File: src/rtl/serial_pkg.sv
/*
  Constants and carrier types for the asynchronous serial interface block.
  Assumes a single bus clock and a plain strobe register port.
*/
package serial_pkg;

  // --------------------------------------------------------------
  // Register map
  // --------------------------------------------------------------
  localparam logic [2:0] ADDR_STATUS = 3'h0;
  localparam logic [2:0] ADDR_DATA = 3'h1;
  localparam logic [2:0] ADDR_BAUD = 3'h2;
  localparam logic [2:0] ADDR_CTRL1 = 3'h3;
  localparam logic [2:0] ADDR_CTRL2 = 3'h4;

  // --------------------------------------------------------------
  // Field positions
  // --------------------------------------------------------------
  localparam int ST_TXE = 7;
  localparam int ST_TC = 6;
  localparam int ST_RXR = 5;
  localparam int ST_IDLE = 4;
  localparam int ST_OVR = 3;
  localparam int ST_NF = 2;
  localparam int ST_FE = 1;
  localparam int ST_PE = 0;
  localparam int C1_R8 = 7;
  localparam int C1_T8 = 6;
  localparam int C1_LPD = 5;
  localparam int C1_LEN9 = 4;
  localparam int C1_WAKE = 3;
  localparam int C1_PEN = 2;
  localparam int C1_PODD = 1;
  localparam int C1_PIE = 0;
  localparam int C2_TIE = 7;
  localparam int C2_TX_DONE_IRQ_EN = 6;
  localparam int C2_RIE = 5;
  localparam int C2_IDLE_IRQ_EN = 4;
  localparam int C2_TE = 3;
  localparam int C2_RE = 2;
  localparam int C2_MUTE = 1;
  localparam int C2_SBK = 0;

  // --------------------------------------------------------------
  // Reset values and timing
  // --------------------------------------------------------------
  localparam logic [7:0] STATUS_RESET = 8'hC0;
  localparam logic [7:0] ZERO8 = 8'h00;
  localparam logic [15:0] BAUD_DIV_DEFAULT = 16'h0056;
  localparam logic [3:0] OVERSAMPLE_LAST = 4'hF;
  localparam logic [3:0] SAMPLE_MID = 4'h8;
  localparam logic [3:0] BITS_8 = 4'h8;
  localparam logic [3:0] BITS_9 = 4'h9;

  // Register port request carrier
  typedef struct packed {
    logic [2:0] addr;
    logic [7:0] wdata;
    logic wr;
    logic rd;
  } reg_req_t;

  // Transmitter kinds of frame
  typedef enum logic [1:0] {
    FR_DATA,
    FR_IDLE,
    FR_BREAK
  } frame_kind_t;

endpackage

File: src/rtl/serial_uart.sv
/*
  Asynchronous serial interface: status, control, data registers, a
  transmitter and a 16x oversampling receiver.
  Assumes i_rx comes from a pin; register port is on the same clock.
*/
// Summary of operation
// - tx_complete set after data frame, cleared status-write
// - no tx_complete after idle or break frames
// - rx_word_ready set on transfer, cleared status-read
// - idle flag rearmed only after new word ready
// - overrun keeps old word, interrupts with enable
// - noise flag never set, since each new start clears the noise bit; no own interrupt
// - framing flag; overrun masks framing on same word
// - parity error flag with its own interrupt enable
// - ninth bit captured and sent in nine-bit mode
// - low power disable stops after current frame
// - eight or nine data bits per frame
// - wake by idle line or address mark
// - parity in top data bit, checked on receive
// - even or odd parity, latched per frame
// - interrupt on empty or complete with enables
// - receive interrupt on ready or overrun
// - one idle frame delay on enable; toggle sends preamble
// - receiver enable starts start-bit search
// - mute mode until wake sequence clears bit
// - mute writes ignored while word ready, mark mode
// - send break while set; clearing the bit queues one more
// - empty flag set on load, shifter waits clear
`timescale 1ns/1ps
`default_nettype none
module serial_uart #(
  parameter logic [15:0] DIV_DEFAULT = serial_pkg::BAUD_DIV_DEFAULT
) (
  input wire logic i_clk,
  input wire logic i_resetn,
  input wire logic i_ce,
  input wire serial_pkg::reg_req_t i_req,
  output logic [7:0] o_rdata,
  input wire logic i_rx,
  output logic o_tx,
  output logic o_irq
);
  import serial_pkg::*;

  // --------------------------------------------------------------
  // Registers and state
  // --------------------------------------------------------------
  logic [7:0] status_q, ctrl1_q, ctrl2_q, txh_q, rxh_q;
  logic [15:0] baud_q, bcnt_q;
  logic status_seen_q, tick;
  logic [1:0] rx_sync_q;
  logic tx_busy_q, rx_busy_q, te_q, sbk_q, brk_pend_q, pre_pend_q;
  logic [3:0] tx_os_q, tx_bit_q, rx_os_q, rx_bit_q;
  logic [10:0] tx_sh_q;
  logic [3:0] tx_len_q;
  frame_kind_t tx_kind_q;
  logic [8:0] rx_sh_q;
  logic rx_noise_q, rx_par_q, rx_len9_q, rx_pen_q, rx_podd_q;
  logic [3:0] idle_cnt_q, idle_os_q;
  logic idle_arm_q;
  logic [7:0] rdata_q;
  logic irq_q, tx_q, rx_s;
  logic st_acc, wr_data, rd_data, rx_done, rx_stop_ok, rx_perr, rx_addr_mark;

  // Parity of a word under the selected width
  function automatic logic par_of(input logic [8:0] w, input logic len9, input logic odd);
    par_of = (len9 ? ^w[7:0] : ^w[6:0]) ^ odd;
  endfunction

  assign rx_s = rx_sync_q[1];
  assign st_acc = (i_req.rd || i_req.wr) && (i_req.addr == ADDR_STATUS);
  assign wr_data = i_req.wr && (i_req.addr == ADDR_DATA) && status_seen_q;
  assign rd_data = i_req.rd && (i_req.addr == ADDR_DATA) && status_seen_q;

  // --------------------------------------------------------------
  // Pin synchroniser and oversampling tick
  // --------------------------------------------------------------
  always_ff @(posedge i_clk or negedge i_resetn) begin
    if (!i_resetn) begin
      rx_sync_q <= 2'b11;
    end else if (i_ce) begin
      rx_sync_q <= {rx_sync_q[0], i_rx};
    end
  end

  // Prescaler halts under low-power disable once both shifters idle
  always_ff @(posedge i_clk or negedge i_resetn) begin
    if (!i_resetn) begin
      bcnt_q <= 16'h0000;
    end else if (i_ce) begin
      if (ctrl1_q[C1_LPD] && !tx_busy_q && !rx_busy_q) begin
        bcnt_q <= 16'h0000;
      end else if (bcnt_q >= baud_q) begin
        bcnt_q <= 16'h0000;
      end else begin
        bcnt_q <= bcnt_q + 16'h0001;
      end
    end
  end
  assign tick = (bcnt_q >= baud_q) && !(ctrl1_q[C1_LPD] && !tx_busy_q && !rx_busy_q);

  // --------------------------------------------------------------
  // Register writes and clear sequence tracking
  // --------------------------------------------------------------
  always_ff @(posedge i_clk or negedge i_resetn) begin
    if (!i_resetn) begin
      status_seen_q <= 1'b0;
    end else if (i_ce) begin
      if (st_acc) begin
        status_seen_q <= 1'b1;
      end else if (i_req.addr == ADDR_DATA && (i_req.rd || i_req.wr)) begin
        status_seen_q <= 1'b0;
      end
    end
  end

  always_ff @(posedge i_clk or negedge i_resetn) begin
    if (!i_resetn) begin
      ctrl1_q <= ZERO8;
      ctrl2_q <= ZERO8;
      baud_q <= DIV_DEFAULT;
      txh_q <= ZERO8;
    end else if (i_ce) begin
      if (i_req.wr && i_req.addr == ADDR_CTRL1) begin
        ctrl1_q[6:0] <= i_req.wdata[6:0];
      end
      if (i_req.wr && i_req.addr == ADDR_CTRL2) begin
        ctrl2_q[7:2] <= i_req.wdata[7:2];
        ctrl2_q[C2_SBK] <= i_req.wdata[C2_SBK];
        if (!(ctrl1_q[C1_WAKE] && status_q[ST_RXR])) begin
          ctrl2_q[C2_MUTE] <= i_req.wdata[C2_MUTE];
        end
      end else if (rx_done && ctrl2_q[C2_MUTE] && ctrl1_q[C1_WAKE] && rx_addr_mark) begin
        ctrl2_q[C2_MUTE] <= 1'b0; // Address mark wakes receiver
      end else if (ctrl2_q[C2_MUTE] && !ctrl1_q[C1_WAKE] && idle_cnt_q == BITS_9 + 4'h1) begin
        ctrl2_q[C2_MUTE] <= 1'b0; // Idle line wakes receiver
      end
      if (rx_done && !ctrl2_q[C2_MUTE]) begin
        ctrl1_q[C1_R8] <= rx_sh_q[8];
      end
      if (i_req.wr && i_req.addr == ADDR_BAUD) begin
        baud_q <= {8'h00, i_req.wdata};
      end
      if (i_req.wr && i_req.addr == ADDR_DATA) begin
        txh_q <= i_req.wdata;
      end
    end
  end

  // Read data stands one cycle after the strobe
  always_ff @(posedge i_clk or negedge i_resetn) begin
    if (!i_resetn) begin
      rdata_q <= ZERO8;
    end else if (i_ce) begin
      rdata_q <= ZERO8;
      if (i_req.rd) begin
        case (i_req.addr)
          ADDR_STATUS: rdata_q <= status_q;
          ADDR_DATA: rdata_q <= rxh_q;
          ADDR_BAUD: rdata_q <= baud_q[7:0];
          ADDR_CTRL1: rdata_q <= ctrl1_q;
          ADDR_CTRL2: rdata_q <= ctrl2_q;
          default: rdata_q <= ZERO8;
        endcase
      end
    end
  end

  // --------------------------------------------------------------
  // Transmitter
  // --------------------------------------------------------------
  logic tx_load, tx_end;
  assign tx_end = tx_busy_q && tick && tx_os_q == OVERSAMPLE_LAST && tx_bit_q == tx_len_q;
  assign tx_load = te_q && !tx_busy_q && !ctrl1_q[C1_LPD]
    && (pre_pend_q || brk_pend_q || sbk_q || !status_q[ST_TXE]);

  // Enable edges: a fresh enable sends a preamble, which gives the idle frame delay
  always_ff @(posedge i_clk or negedge i_resetn) begin
    if (!i_resetn) begin
      te_q <= 1'b0;
      sbk_q <= 1'b0;
      brk_pend_q <= 1'b0;
      pre_pend_q <= 1'b0;
    end else if (i_ce) begin
      te_q <= ctrl2_q[C2_TE];
      sbk_q <= ctrl2_q[C2_SBK];
      if (ctrl2_q[C2_TE] && !te_q) begin
        pre_pend_q <= 1'b1;
      end else if (tx_load) begin
        pre_pend_q <= 1'b0; // The pending preamble is the frame just loaded
      end
      if (sbk_q && !ctrl2_q[C2_SBK]) begin
        brk_pend_q <= 1'b1;
      end else if (tx_load && !pre_pend_q && !sbk_q) begin
        brk_pend_q <= 1'b0;
      end
    end
  end

  always_ff @(posedge i_clk or negedge i_resetn) begin
    if (!i_resetn) begin
      tx_busy_q <= 1'b0;
      tx_os_q <= 4'h0;
      tx_bit_q <= 4'h0;
      tx_sh_q <= 11'h7FF;
      tx_len_q <= 4'h0;
      tx_kind_q <= FR_DATA;
      tx_q <= 1'b1;
    end else if (i_ce) begin
      if (tx_load) begin
        tx_busy_q <= 1'b1;
        tx_os_q <= 4'h0;
        tx_bit_q <= 4'h0;
        tx_len_q <= ctrl1_q[C1_LEN9] ? BITS_9 + 4'h1 : BITS_8 + 4'h1;
        if (pre_pend_q) begin
          tx_kind_q <= FR_IDLE;
          tx_sh_q <= 11'h7FF;
        end else if (sbk_q || brk_pend_q) begin
          tx_kind_q <= FR_BREAK;
          tx_sh_q <= 11'h000;
        end else begin
          tx_kind_q <= FR_DATA;
          // Start, data, ninth bit or parity, stop
          if (ctrl1_q[C1_LEN9]) begin
            tx_sh_q <= {1'b1, ctrl1_q[C1_PEN] ? par_of({1'b0, txh_q}, 1'b1, ctrl1_q[C1_PODD])
              : ctrl1_q[C1_T8], txh_q, 1'b0};
          end else begin
            tx_sh_q <= {2'b11, ctrl1_q[C1_PEN] ? par_of({1'b0, txh_q}, 1'b0, ctrl1_q[C1_PODD])
              : txh_q[7], txh_q[6:0], 1'b0};
          end
        end
      end else if (tx_busy_q && tick) begin
        tx_os_q <= tx_os_q + 4'h1;
        if (tx_os_q == OVERSAMPLE_LAST) begin
          tx_bit_q <= tx_bit_q + 4'h1;
          tx_sh_q <= {1'b1, tx_sh_q[10:1]};
          if (tx_end) begin
            tx_busy_q <= 1'b0;
          end
        end
      end
      // Break keeps the line low through its stop slot; outputs idle when disabled
      tx_q <= !te_q || ctrl1_q[C1_LPD] && !tx_busy_q ? 1'b1
        : (tx_busy_q ? (tx_kind_q == FR_BREAK ? 1'b0 : tx_sh_q[0]) : 1'b1);
    end
  end

  // --------------------------------------------------------------
  // Receiver
  // --------------------------------------------------------------
  logic rx_sample;
  assign rx_sample = rx_busy_q && tick && rx_os_q == SAMPLE_MID;
  assign rx_done = rx_sample && rx_bit_q == (rx_len9_q ? BITS_9 + 4'h1 : BITS_8 + 4'h1);
  assign rx_stop_ok = rx_s;
  assign rx_addr_mark = rx_len9_q ? rx_sh_q[8] : rx_sh_q[7];
  assign rx_perr = rx_pen_q && (par_of(rx_sh_q, rx_len9_q, rx_podd_q)
    != (rx_len9_q ? rx_sh_q[8] : rx_sh_q[7]));

  // Start search only while enabled; frame settings latched at start
  always_ff @(posedge i_clk or negedge i_resetn) begin
    if (!i_resetn) begin
      rx_busy_q <= 1'b0;
      rx_os_q <= 4'h0;
      rx_bit_q <= 4'h0;
      rx_sh_q <= 9'h000;
      rx_noise_q <= 1'b0;
      rx_len9_q <= 1'b0;
      rx_pen_q <= 1'b0;
      rx_podd_q <= 1'b0;
    end else if (i_ce) begin
      if (!rx_busy_q && ctrl2_q[C2_RE] && !ctrl1_q[C1_LPD] && !rx_s) begin
        rx_busy_q <= 1'b1;
        rx_os_q <= 4'h0;
        rx_bit_q <= 4'h0;
        rx_noise_q <= 1'b0;
        rx_len9_q <= ctrl1_q[C1_LEN9];
        rx_pen_q <= ctrl1_q[C1_PEN];
        rx_podd_q <= ctrl1_q[C1_PODD];
      end else if (rx_busy_q && tick) begin
        rx_os_q <= rx_os_q + 4'h1;
        if (rx_sample) begin
          rx_bit_q <= rx_bit_q + 4'h1;
          if (rx_bit_q == 4'h0 && rx_s) begin
            rx_busy_q <= 1'b0; // False start
            rx_noise_q <= 1'b1;
          end else if (rx_done) begin
            rx_busy_q <= 1'b0;
          end else if (rx_bit_q != 4'h0) begin
            rx_sh_q <= rx_len9_q ? {rx_s, rx_sh_q[8:1]} : {1'b0, rx_s, rx_sh_q[7:1]};
          end
        end
      end
    end
  end

  // Idle line counter: ten high bit times in either frame width, 16 ticks each
  always_ff @(posedge i_clk or negedge i_resetn) begin
    if (!i_resetn) begin
      idle_cnt_q <= 4'h0;
      idle_os_q <= 4'h0;
    end else if (i_ce) begin
      if (rx_busy_q || !rx_s || !ctrl2_q[C2_RE]) begin
        idle_cnt_q <= 4'h0;
        idle_os_q <= 4'h0;
      end else if (tick && idle_cnt_q != BITS_9 + 4'h1) begin
        idle_os_q <= idle_os_q + 4'h1;
        if (idle_os_q == OVERSAMPLE_LAST) begin
          idle_cnt_q <= idle_cnt_q + 4'h1;
        end
      end
    end
  end

  // --------------------------------------------------------------
  // Status flags: set wins over the software clear
  // --------------------------------------------------------------
  always_ff @(posedge i_clk or negedge i_resetn) begin
    if (!i_resetn) begin
      status_q <= STATUS_RESET;
      rxh_q <= ZERO8;
      idle_arm_q <= 1'b0;
    end else if (i_ce) begin
      if (wr_data) begin
        status_q[ST_TXE] <= 1'b0;
        status_q[ST_TC] <= 1'b0;
      end
      if (tx_load && !pre_pend_q && !sbk_q && !brk_pend_q) begin
        status_q[ST_TXE] <= 1'b1; // Holding register moved to shifter
      end
      if (tx_end && tx_kind_q == FR_DATA) begin
        status_q[ST_TC] <= 1'b1; // Only data frames complete
      end
      if (rd_data) begin
        status_q[5:0] <= 6'h00;
      end
      if (rx_done && !ctrl2_q[C2_MUTE]) begin
        if (status_q[ST_RXR] && !rd_data) begin
          status_q[ST_OVR] <= 1'b1; // Old word kept, framing hidden
        end else begin
          rxh_q <= rx_sh_q[7:0];
          status_q[ST_RXR] <= 1'b1;
          idle_arm_q <= 1'b1;
          status_q[ST_NF] <= rx_noise_q;
          status_q[ST_FE] <= !rx_stop_ok;
          status_q[ST_PE] <= rx_perr;
        end
      end else if (idle_arm_q && idle_cnt_q == BITS_9 + 4'h1 && !ctrl2_q[C2_MUTE]) begin
        status_q[ST_IDLE] <= 1'b1;
        idle_arm_q <= 1'b0;
      end
    end
  end

  // --------------------------------------------------------------
  // Interrupt request and outputs
  // --------------------------------------------------------------
  always_ff @(posedge i_clk or negedge i_resetn) begin
    if (!i_resetn) begin
      irq_q <= 1'b0;
    end else if (i_ce) begin
      irq_q <= (status_q[ST_TXE] && ctrl2_q[C2_TIE])
        || (status_q[ST_TC] && ctrl2_q[C2_TX_DONE_IRQ_EN])
        || ((status_q[ST_RXR] || status_q[ST_OVR]) && ctrl2_q[C2_RIE])
        || (status_q[ST_IDLE] && ctrl2_q[C2_IDLE_IRQ_EN])
        || (status_q[ST_PE] && ctrl1_q[C1_PIE]);
    end
  end

  assign o_rdata = rdata_q;
  assign o_tx = tx_q;
  assign o_irq = irq_q;

  // --------------------------------------------------------------
  // Checks
  // --------------------------------------------------------------
  property p_tc_only_data;
    @(posedge i_clk) disable iff (!i_resetn)
    $rose(status_q[ST_TC]) |-> $past(tx_kind_q) == FR_DATA;
  endproperty
  a_tc_only_data: assert property (p_tc_only_data) else $error("tc after non-data");

  property p_irq_rx;
    @(posedge i_clk) disable iff (!i_resetn)
    i_ce && status_q[ST_RXR] && ctrl2_q[C2_RIE] |=> irq_q;
  endproperty
  a_irq_rx: assert property (p_irq_rx) else $error("rx irq missing");

  property p_irq_txe;
    @(posedge i_clk) disable iff (!i_resetn)
    i_ce && status_q[ST_TXE] && ctrl2_q[C2_TIE] |=> irq_q;
  endproperty
  a_irq_txe: assert property (p_irq_txe) else $error("tx irq missing");

  property p_ovr_keeps;
    @(posedge i_clk) disable iff (!i_resetn)
    $rose(status_q[ST_OVR]) |-> $stable(rxh_q);
  endproperty
  a_ovr_keeps: assert property (p_ovr_keeps) else $error("overrun lost word");

  property p_no_load_full;
    @(posedge i_clk) disable iff (!i_resetn)
    $rose(tx_busy_q) && $past(tx_kind_q) == FR_DATA && tx_kind_q == FR_DATA
      |-> !$past(status_q[ST_TXE]);
  endproperty
  a_no_load_full: assert property (p_no_load_full) else $error("loaded empty data");

  property p_break_low;
    @(posedge i_clk) disable iff (!i_resetn)
    i_ce && tx_busy_q && tx_kind_q == FR_BREAK && te_q |=> !o_tx;
  endproperty
  a_break_low: assert property (p_break_low) else $error("break not low");

  c_rx_word: cover property (@(posedge i_clk) disable iff (!i_resetn) $rose(status_q[ST_RXR]));
  c_tx_done: cover property (@(posedge i_clk) disable iff (!i_resetn) $rose(status_q[ST_TC]));
  c_overrun: cover property (@(posedge i_clk) disable iff (!i_resetn) $rose(status_q[ST_OVR]));
endmodule
`default_nettype wire

File: config.mk
export PLATFORM = sky130hd
export DESIGN_NAME = serial_uart
export DESIGN_NICKNAME = d
export VERILOG_FILES = /design/src/rtl/serial_pkg.sv /design/src/rtl/serial_uart.sv
export SDC_FILE = /design/constraint.sdc
export NUM_CORES = 1
export LEC_CHECK = 0
export ABC_AREA = 1
export BUFFER_PORTS_ARGS = -buffer_cell sky130_fd_sc_hd__buf_4
export CAP_MARGIN = 15
export CORE_ASPECT_RATIO = 0.75
export CORE_MARGIN = 5
export CORE_UTILIZATION = 40
export DETAILED_ROUTE_END_ITERATION = 8
export GPL_TIMING_DRIVEN = 0
export MAX_ROUTING_LAYER = met4
export SYNTH_ARGS = -nofsm -noshare
export SYNTH_HDL_FRONTEND = slang
export SYNTH_SLANG_ARGS = --single-unit
File: constraint.sdc
create_clock -name i_clk -period 2.9 [get_ports i_clk]
set_clock_uncertainty 0.1 [all_clocks]
set_input_delay 0.435 -clock i_clk [delete_from_list [all_inputs] [get_ports i_clk]]
set_output_delay 0.435 -clock i_clk [all_outputs]
set_load 0.02 [all_outputs]
## Word level (Yosys, flattened, before mapping)

Cells that the tools add are included.

| word-level totals | value |
|---|---|
| register bits | 138 |
| output and inout bits | 10 |
| logic and storage cells | 266 |

| cells by class | value |
|---|---|
| $add $sub $neg | 7 |
| magnitude comparators | 1 |
| equal/unequal tests | 15 |
| mux-type cells | 74 |
| bitwise operators | 7 |
| reduce and logical (&&, ||, !) cells | 125 |

Operators with widths:

| cell | number |
|---|---|
| 4-bit two-way mux | 16 |
| 11-bit two-way mux | 5 |
| 1-bit logical AND | 48 |
| 1-bit two-way mux | 40 |
| 8-bit case mux with 5 select lines | 1 |
| 16-bit two-way mux | 2 |
| 2-bit AND reduction | 15 |
| 2-bit nonzero test | 14 |
| 4-bit by 1-bit adder with 4-bit output (second input constant) | 6 |
| 3-bit AND reduction | 6 |
| 16-bit by 1-bit adder with 16-bit output (second input constant) | 1 |
| 4-bit equality test (second input constant) | 4 |
| 16-bit by 8-bit >= comparator with 1-bit output | 1 |
| 8-bit parity | 2 |
| 1-bit logical NOT | 15 |
| 7-bit parity | 2 |
| 1-bit logical OR | 13 |
| 4-bit AND reduction | 3 |
| 10-bit two-way mux | 1 |
| 2-bit two-way mux | 5 |
| 9-bit two-way mux | 1 |
| 4-bit equality test | 2 |
| 8-bit two-way mux | 1 |
| 7-bit AND reduction | 1 |
| other kinds (16) | 24 |

## Longest topological paths before layout

| depth | value |
|---|---|
| depth in word-level cells | 13 |
| gate-level depth with buffers | 15 |
| mapped depth without buffers | 15 |

## Least setup slack after synthesis

Ideal clock, no wire load.

| timing path | value |
|---|---|
| path kind | flip-flop to flip-flop |
| from | reg baud_q[1] |
| to | reg rxh_q[7] |
| arrival | 1.894 ns |
| slack | 0.786 ns |
| stages on the path, launching flop included | 15 |
| path buffers | 1 |
| clock period less this slack | 2.114 ns |
| path through | dfstp_2 > inv_1 > ha_1 > inv_1 > o21bai_1 > nand2_1 > nand2_1 > nand2_1 > nand2_4 > nand4_4 > nor2_8 > nand2_4 > buf_6 > nand2_2 > o21ai_2 |

| on the way | value |
|---|---|
| cells in the longest elaborated chain, start to end | 7 |

Ends and longest elaborated chain:

| element | line | RTL |
|---|---|---|
| from (decl) | serial_uart.sv:49 | `logic [15:0] baud_q, bcnt_q;` |
| from (signal assigned) | serial_uart.sv:142 | `baud_q <= {8'h00, i_req.wdata};` |
| 16-bit by 8-bit >= comparator with 1-bit output | serial_uart.sv:100 | `assign tick = (bcnt_q >= baud_q) && !(ctrl1_q[C1_LPD] && !tx_busy_q && !rx_busy_q);` |
| 1-bit logical AND | serial_uart.sv:100 |  |
| 1-bit logical AND (2 in series) | serial_uart.sv:252 | `assign rx_sample = rx_busy_q && tick && rx_os_q == SAMPLE_MID;` |
| 1-bit logical AND | serial_uart.sv:253 | `assign rx_done = rx_sample && rx_bit_q == (rx_len9_q ? BITS_9 + 4'h1 : BITS_8 + 4'h1);` |
| 1-bit logical AND | serial_uart.sv:336 | `if (rx_done && !ctrl2_q[C2_MUTE]) begin` |
| 3-bit AND reduction (no source line) | n/a |  |
| to (signal assigned) | serial_uart.sv:340 | `rxh_q <= rx_sh_q[7:0];` |
| to (decl) | serial_uart.sv:48 | `logic [7:0] status_q, ctrl1_q, ctrl2_q, txh_q, rxh_q;` |

No other way between the ends.
A chain may end at the register's enable or synchronous reset.

## Worst setup path after layout

Same ends and word-level chain as after synthesis.

==> run summary <==
DPL Wire Length = 12200 microns
Warnings, synthesis = 0
Core Footprint = 0.0170 sq mm
Die Width = 162 microns
Worst EP required = 3.10 ns
gate count after technology mapping = 840
post-route minimum period = 2.46 ns
Min-Delay Path Class = in2reg
crit path cell chain = inv_1 -> ha_1 -> inv_1 -> o21bai_1 -> nand2_1 -> nand2_1 -> nand2_1 -> nand2_4 -> nand4_4 -> nor2_8 -> nand2_4 -> buf_6 -> nand2_2 -> o21ai_2
global placement routability congestion = 0.862
Top delay family on crit path = simple AND/OR/NAND/NOR gates
post-route ant nets = 0
largest family of logic cells by synthesized area = simple AND/OR/NAND/NOR gates
vias in the first global route = 5400
CP endpoint kind = flip-flop
crit-path max cell delay = 0.57 ns
CP bufs+invs = 3
Root Driver = clkbuf_16
Synth Area in Simple Gates = 22.1%
Pre-antenna DRT Iters = 5
area delta synth->final = 16.8%
unrepaired setup endpoints after global routing = no
compound-cell area share of the yosys netlist = 14.8%
commonest non-fill, non-tap cells in the layout = nand2_1, dfrtp_1, inv_1, o21ai_0, nand3_1
Crit Path Max Fanout = 10
setup bufs post-CTS = 0
Final Cycle Share = 85.0%
r2r endpoint = rxh_q[7]$_DFFE_PN0P_
mean number of vias per cell = 4.91
crit-path most repeated cell = nand2_1
Hold Vio Cnt, Final = 0
status = complete, no violations
pin count of the biggest net entering global routing = 79
syn avg cell area = 8.30 sq um
area post-placement = 0.00749 sq mm
pwr/cell area = 797 mW/mm^2
GRT overflow = 0
multi-input logic area = 0.00297 sq mm
n_diodes = 0
busiest grt layer = met1
Finished Cell Area = 0.00814 sq mm
Final nets = 921
leakage power = 3.87 nW
share of cells above drive strength 1 = 14.4%
PortBufs = 25
FF+latch count, synth = 137
GR Util met3 = 3.24%
Synth Area in XOR/XNOR = 2.26%
hold path start = i_rx
Hold Path Sink = rx_sync_q[0]$_DFFE_PN1P_
M2 GR Usage = 24.4%
clock buffer depth = 2
Worst Tran Pin Value = 0.620 ns
Adder-Cell Fraction of Synth Area = 3.23%
VDD IR max = 0.358 mV
Seq/Total Area, Yosys = 49.5%
routed vias = 5566
crit start category = flip-flop
Post-Route WL = 16800 microns
R2R depth = 14
mux cell area share after synthesis = 0.144%
Inserted Clock Buffers = 17
die height = 124 microns
initial antenna violation count = 0
number of fill cells = 1647
reg2reg start = baud_q[1]$_DFFE_PN1P_
hold slack = 0.127 ns
commonest non-fill, non-tap cell in the layout = nand2_1
clk sinks = 137
DR WL/cell = 14.8 microns
Hold Path Cell Cnt = 3
Reg clk slew, reported paths = 0.06 ns
TNS Setup = 0 ns
I/O pins = 27
register area = 0.00345 sq mm
initial core utilization = 41.1%
FP Rows = 41
flop2flop setup slack = 0.44 ns
mapped cell area = 0.00697 sq mm
H-tree levels = 4
Skew-Pair Late Insertion Delay = 0.42 ns
Max-slew headroom = 58.7%
Netlist cell types = 43
fmax = 406 MHz
global-route usage over all layers = 17.7%
max_cap viols = 0
Max Slew Vio Count = 0
slowest CP cell = dfstp_2
Crit Path Category = reg2reg
first-pass GRT wire length = 28300 microns
DRC violations left = 0
CTS tree = built
Die ar. = 0.0202 sq mm
Mapped Nets = 875
met1 usage = 27.2%
final setup violation count = 0
CP arrival = 2.66 ns
First DRT Iteration DRCs = 475
[sequential cells by signal, summed over array words and instances (netlist names), 8 cells and up]
register,flops
ctrl2_q,8
tx_sh_q,11
ctrl1_q,8
rx_sh_q,9
txh_q,8
rxh_q,8
o_rdata,8
bcnt_q,16
status_q,8
baud_q,8
[synth_stat cells]
| cell | instances | area, sq um |
|---|---|---|
| ha_1 | 18 | 225 |
| nand3b_1 | 2 | 15.0 |
| clkinv_1 | 1 | 3.75 |
| or2_2 | 2 | 12.5 |
| o211ai_1 | 8 | 60.1 |
| xnor2_1 | 4 | 35.0 |
| inv_2 | 8 | 30.0 |
| o21bai_1 | 2 | 15.0 |
| o22ai_1 | 7 | 43.8 |
| a32o_1 | 2 | 20.0 |
| o21ai_0 | 102 | 510 |
| o2bb2ai_1 | 1 | 8.76 |
| nand4_4 | 1 | 21.3 |
| o21ai_2 | 15 | 131 |
| mux2i_1 | 1 | 10.0 |
| nand4_1 | 3 | 18.8 |
| a21oi_1 | 12 | 60.1 |
| clkbuf_1 | 9 | 33.8 |
| nor3b_1 | 4 | 30.0 |
| nor2_1 | 44 | 165 |
| o21ai_1 | 2 | 10.0 |
| a31oi_1 | 2 | 12.5 |
| xor2_1 | 14 | 123 |
| o32ai_1 | 2 | 17.5 |
| nor3_1 | 10 | 50.1 |
| nor2_2 | 4 | 25.0 |
| nand4_2 | 2 | 25.0 |
| nor4_1 | 1 | 6.26 |
| a21oi_2 | 2 | 17.5 |
| nand2_1 | 223 | 837 |
| nor3_2 | 4 | 40.0 |
| dfrtp_1 | 117 | 2930 |
| nor2_8 | 1 | 20.0 |
| buf_2 | 5 | 25.0 |
| dfstp_2 | 20 | 526 |
| nand2_4 | 3 | 33.8 |
| a211oi_1 | 8 | 60.1 |
| buf_6 | 2 | 22.5 |
| inv_1 | 115 | 432 |
| nand3_1 | 45 | 225 |
| nand2_2 | 3 | 18.8 |
| o21a_1 | 3 | 22.5 |
| o31ai_1 | 6 | 45.0 |
[worst reg2reg max path, cell delays in order, from the launching register on]
cell and delay [ns]:
dfstp_2 0.57, inv_1 0.06, ha_1 0.30, inv_1 0.05, o21bai_1 0.13, nand2_1 0.07
nand2_1 0.06, nand2_1 0.07, nand2_4 0.17, nand4_4 0.18, nor2_8 0.19, nand2_4 0.12
buf_6 0.18, nand2_2 0.07, o21ai_2 0.05
[cell type report]
type,instances,share of cell area (%)
Buffer,16,0.999
Clock buffer,17,5.22
Clock inverter,14,2.73
Inverter,124,5.72
Multi-Input combinational cell,563,36.5
Sequential cell,137,42.4
Tap cell,236,3.63
Timing Repair Buffer,27,2.81
[power by group]
group	switching, mW	leakage, nW	total, mW	internal, mW
registers	0.329	1.72	2.67	2.34
logic	0.891	1.85	1.42	0.528
clock network	0.872	0.310	2.40	1.53
total	2.09	3.87	6.49	4.40
[metrics by stage]
stage | std cells | power, mW | setup WS (ns) | utilization [%]
detailed placement | 1102 | 4.11 | 0.468 | 44.1
global placement | 1101 | 4.07 | 0.495 | 43.9
CTS | 1134 | 6.54 | 0.449 | 48.0
floorplan | 840 | 3.66 | 0.786 | -
global route | 1134 | 6.94 | 0.285 | 48.0
finish | 1134 | 6.49 | 0.435 | 48.0
[per-layer routing]
metal	vias up	part of all wire (%)
met5	-	0
met4	0	0.60
met2	118	42
met1	2610	53
met3	13	4.9
li1	2825	-
[kinds of logic (layout without fill, tap and decap cells)]
family	count (synthesis)	count (layout)
xor+xnor	18	18
mux	1	1
flops	137	137
buf+inv	140	198
fa+ha+maj	18	18
simple gates	352	352
compound gates	174	174
[worst max path at each step]
stage	start	to	slack, ns	depth (start not counted)
6_report	baud_q[1]$_DFFE_PN1P_	rxh_q[7]$_DFFE_PN0P_	0.44	14
5_1_grt	baud_q[1]$_DFFE_PN1P_	rxh_q[7]$_DFFE_PN0P_	0.29	14
4_1_cts	baud_q[1]$_DFFE_PN1P_	rxh_q[7]$_DFFE_PN0P_	0.45	14
3_5_place_dp	baud_q[1]$_DFFE_PN1P_	rxh_q[7]$_DFFE_PN0P_	0.47	14
3_3_place_gp	baud_q[1]$_DFFE_PN1P_	rxh_q[7]$_DFFE_PN0P_	0.50	14
2_1_floorplan	baud_q[1]$_DFFE_PN1P_	rxh_q[7]$_DFFE_PN0P_	0.79	14
[repair_timing]
item                      in CTS  in global routing
hold buffers                   1                  0
hold endpoints to repair      48                  0
gates resized for setup        0                  0
No activity file was read; power rests on OpenSTA's default activity.
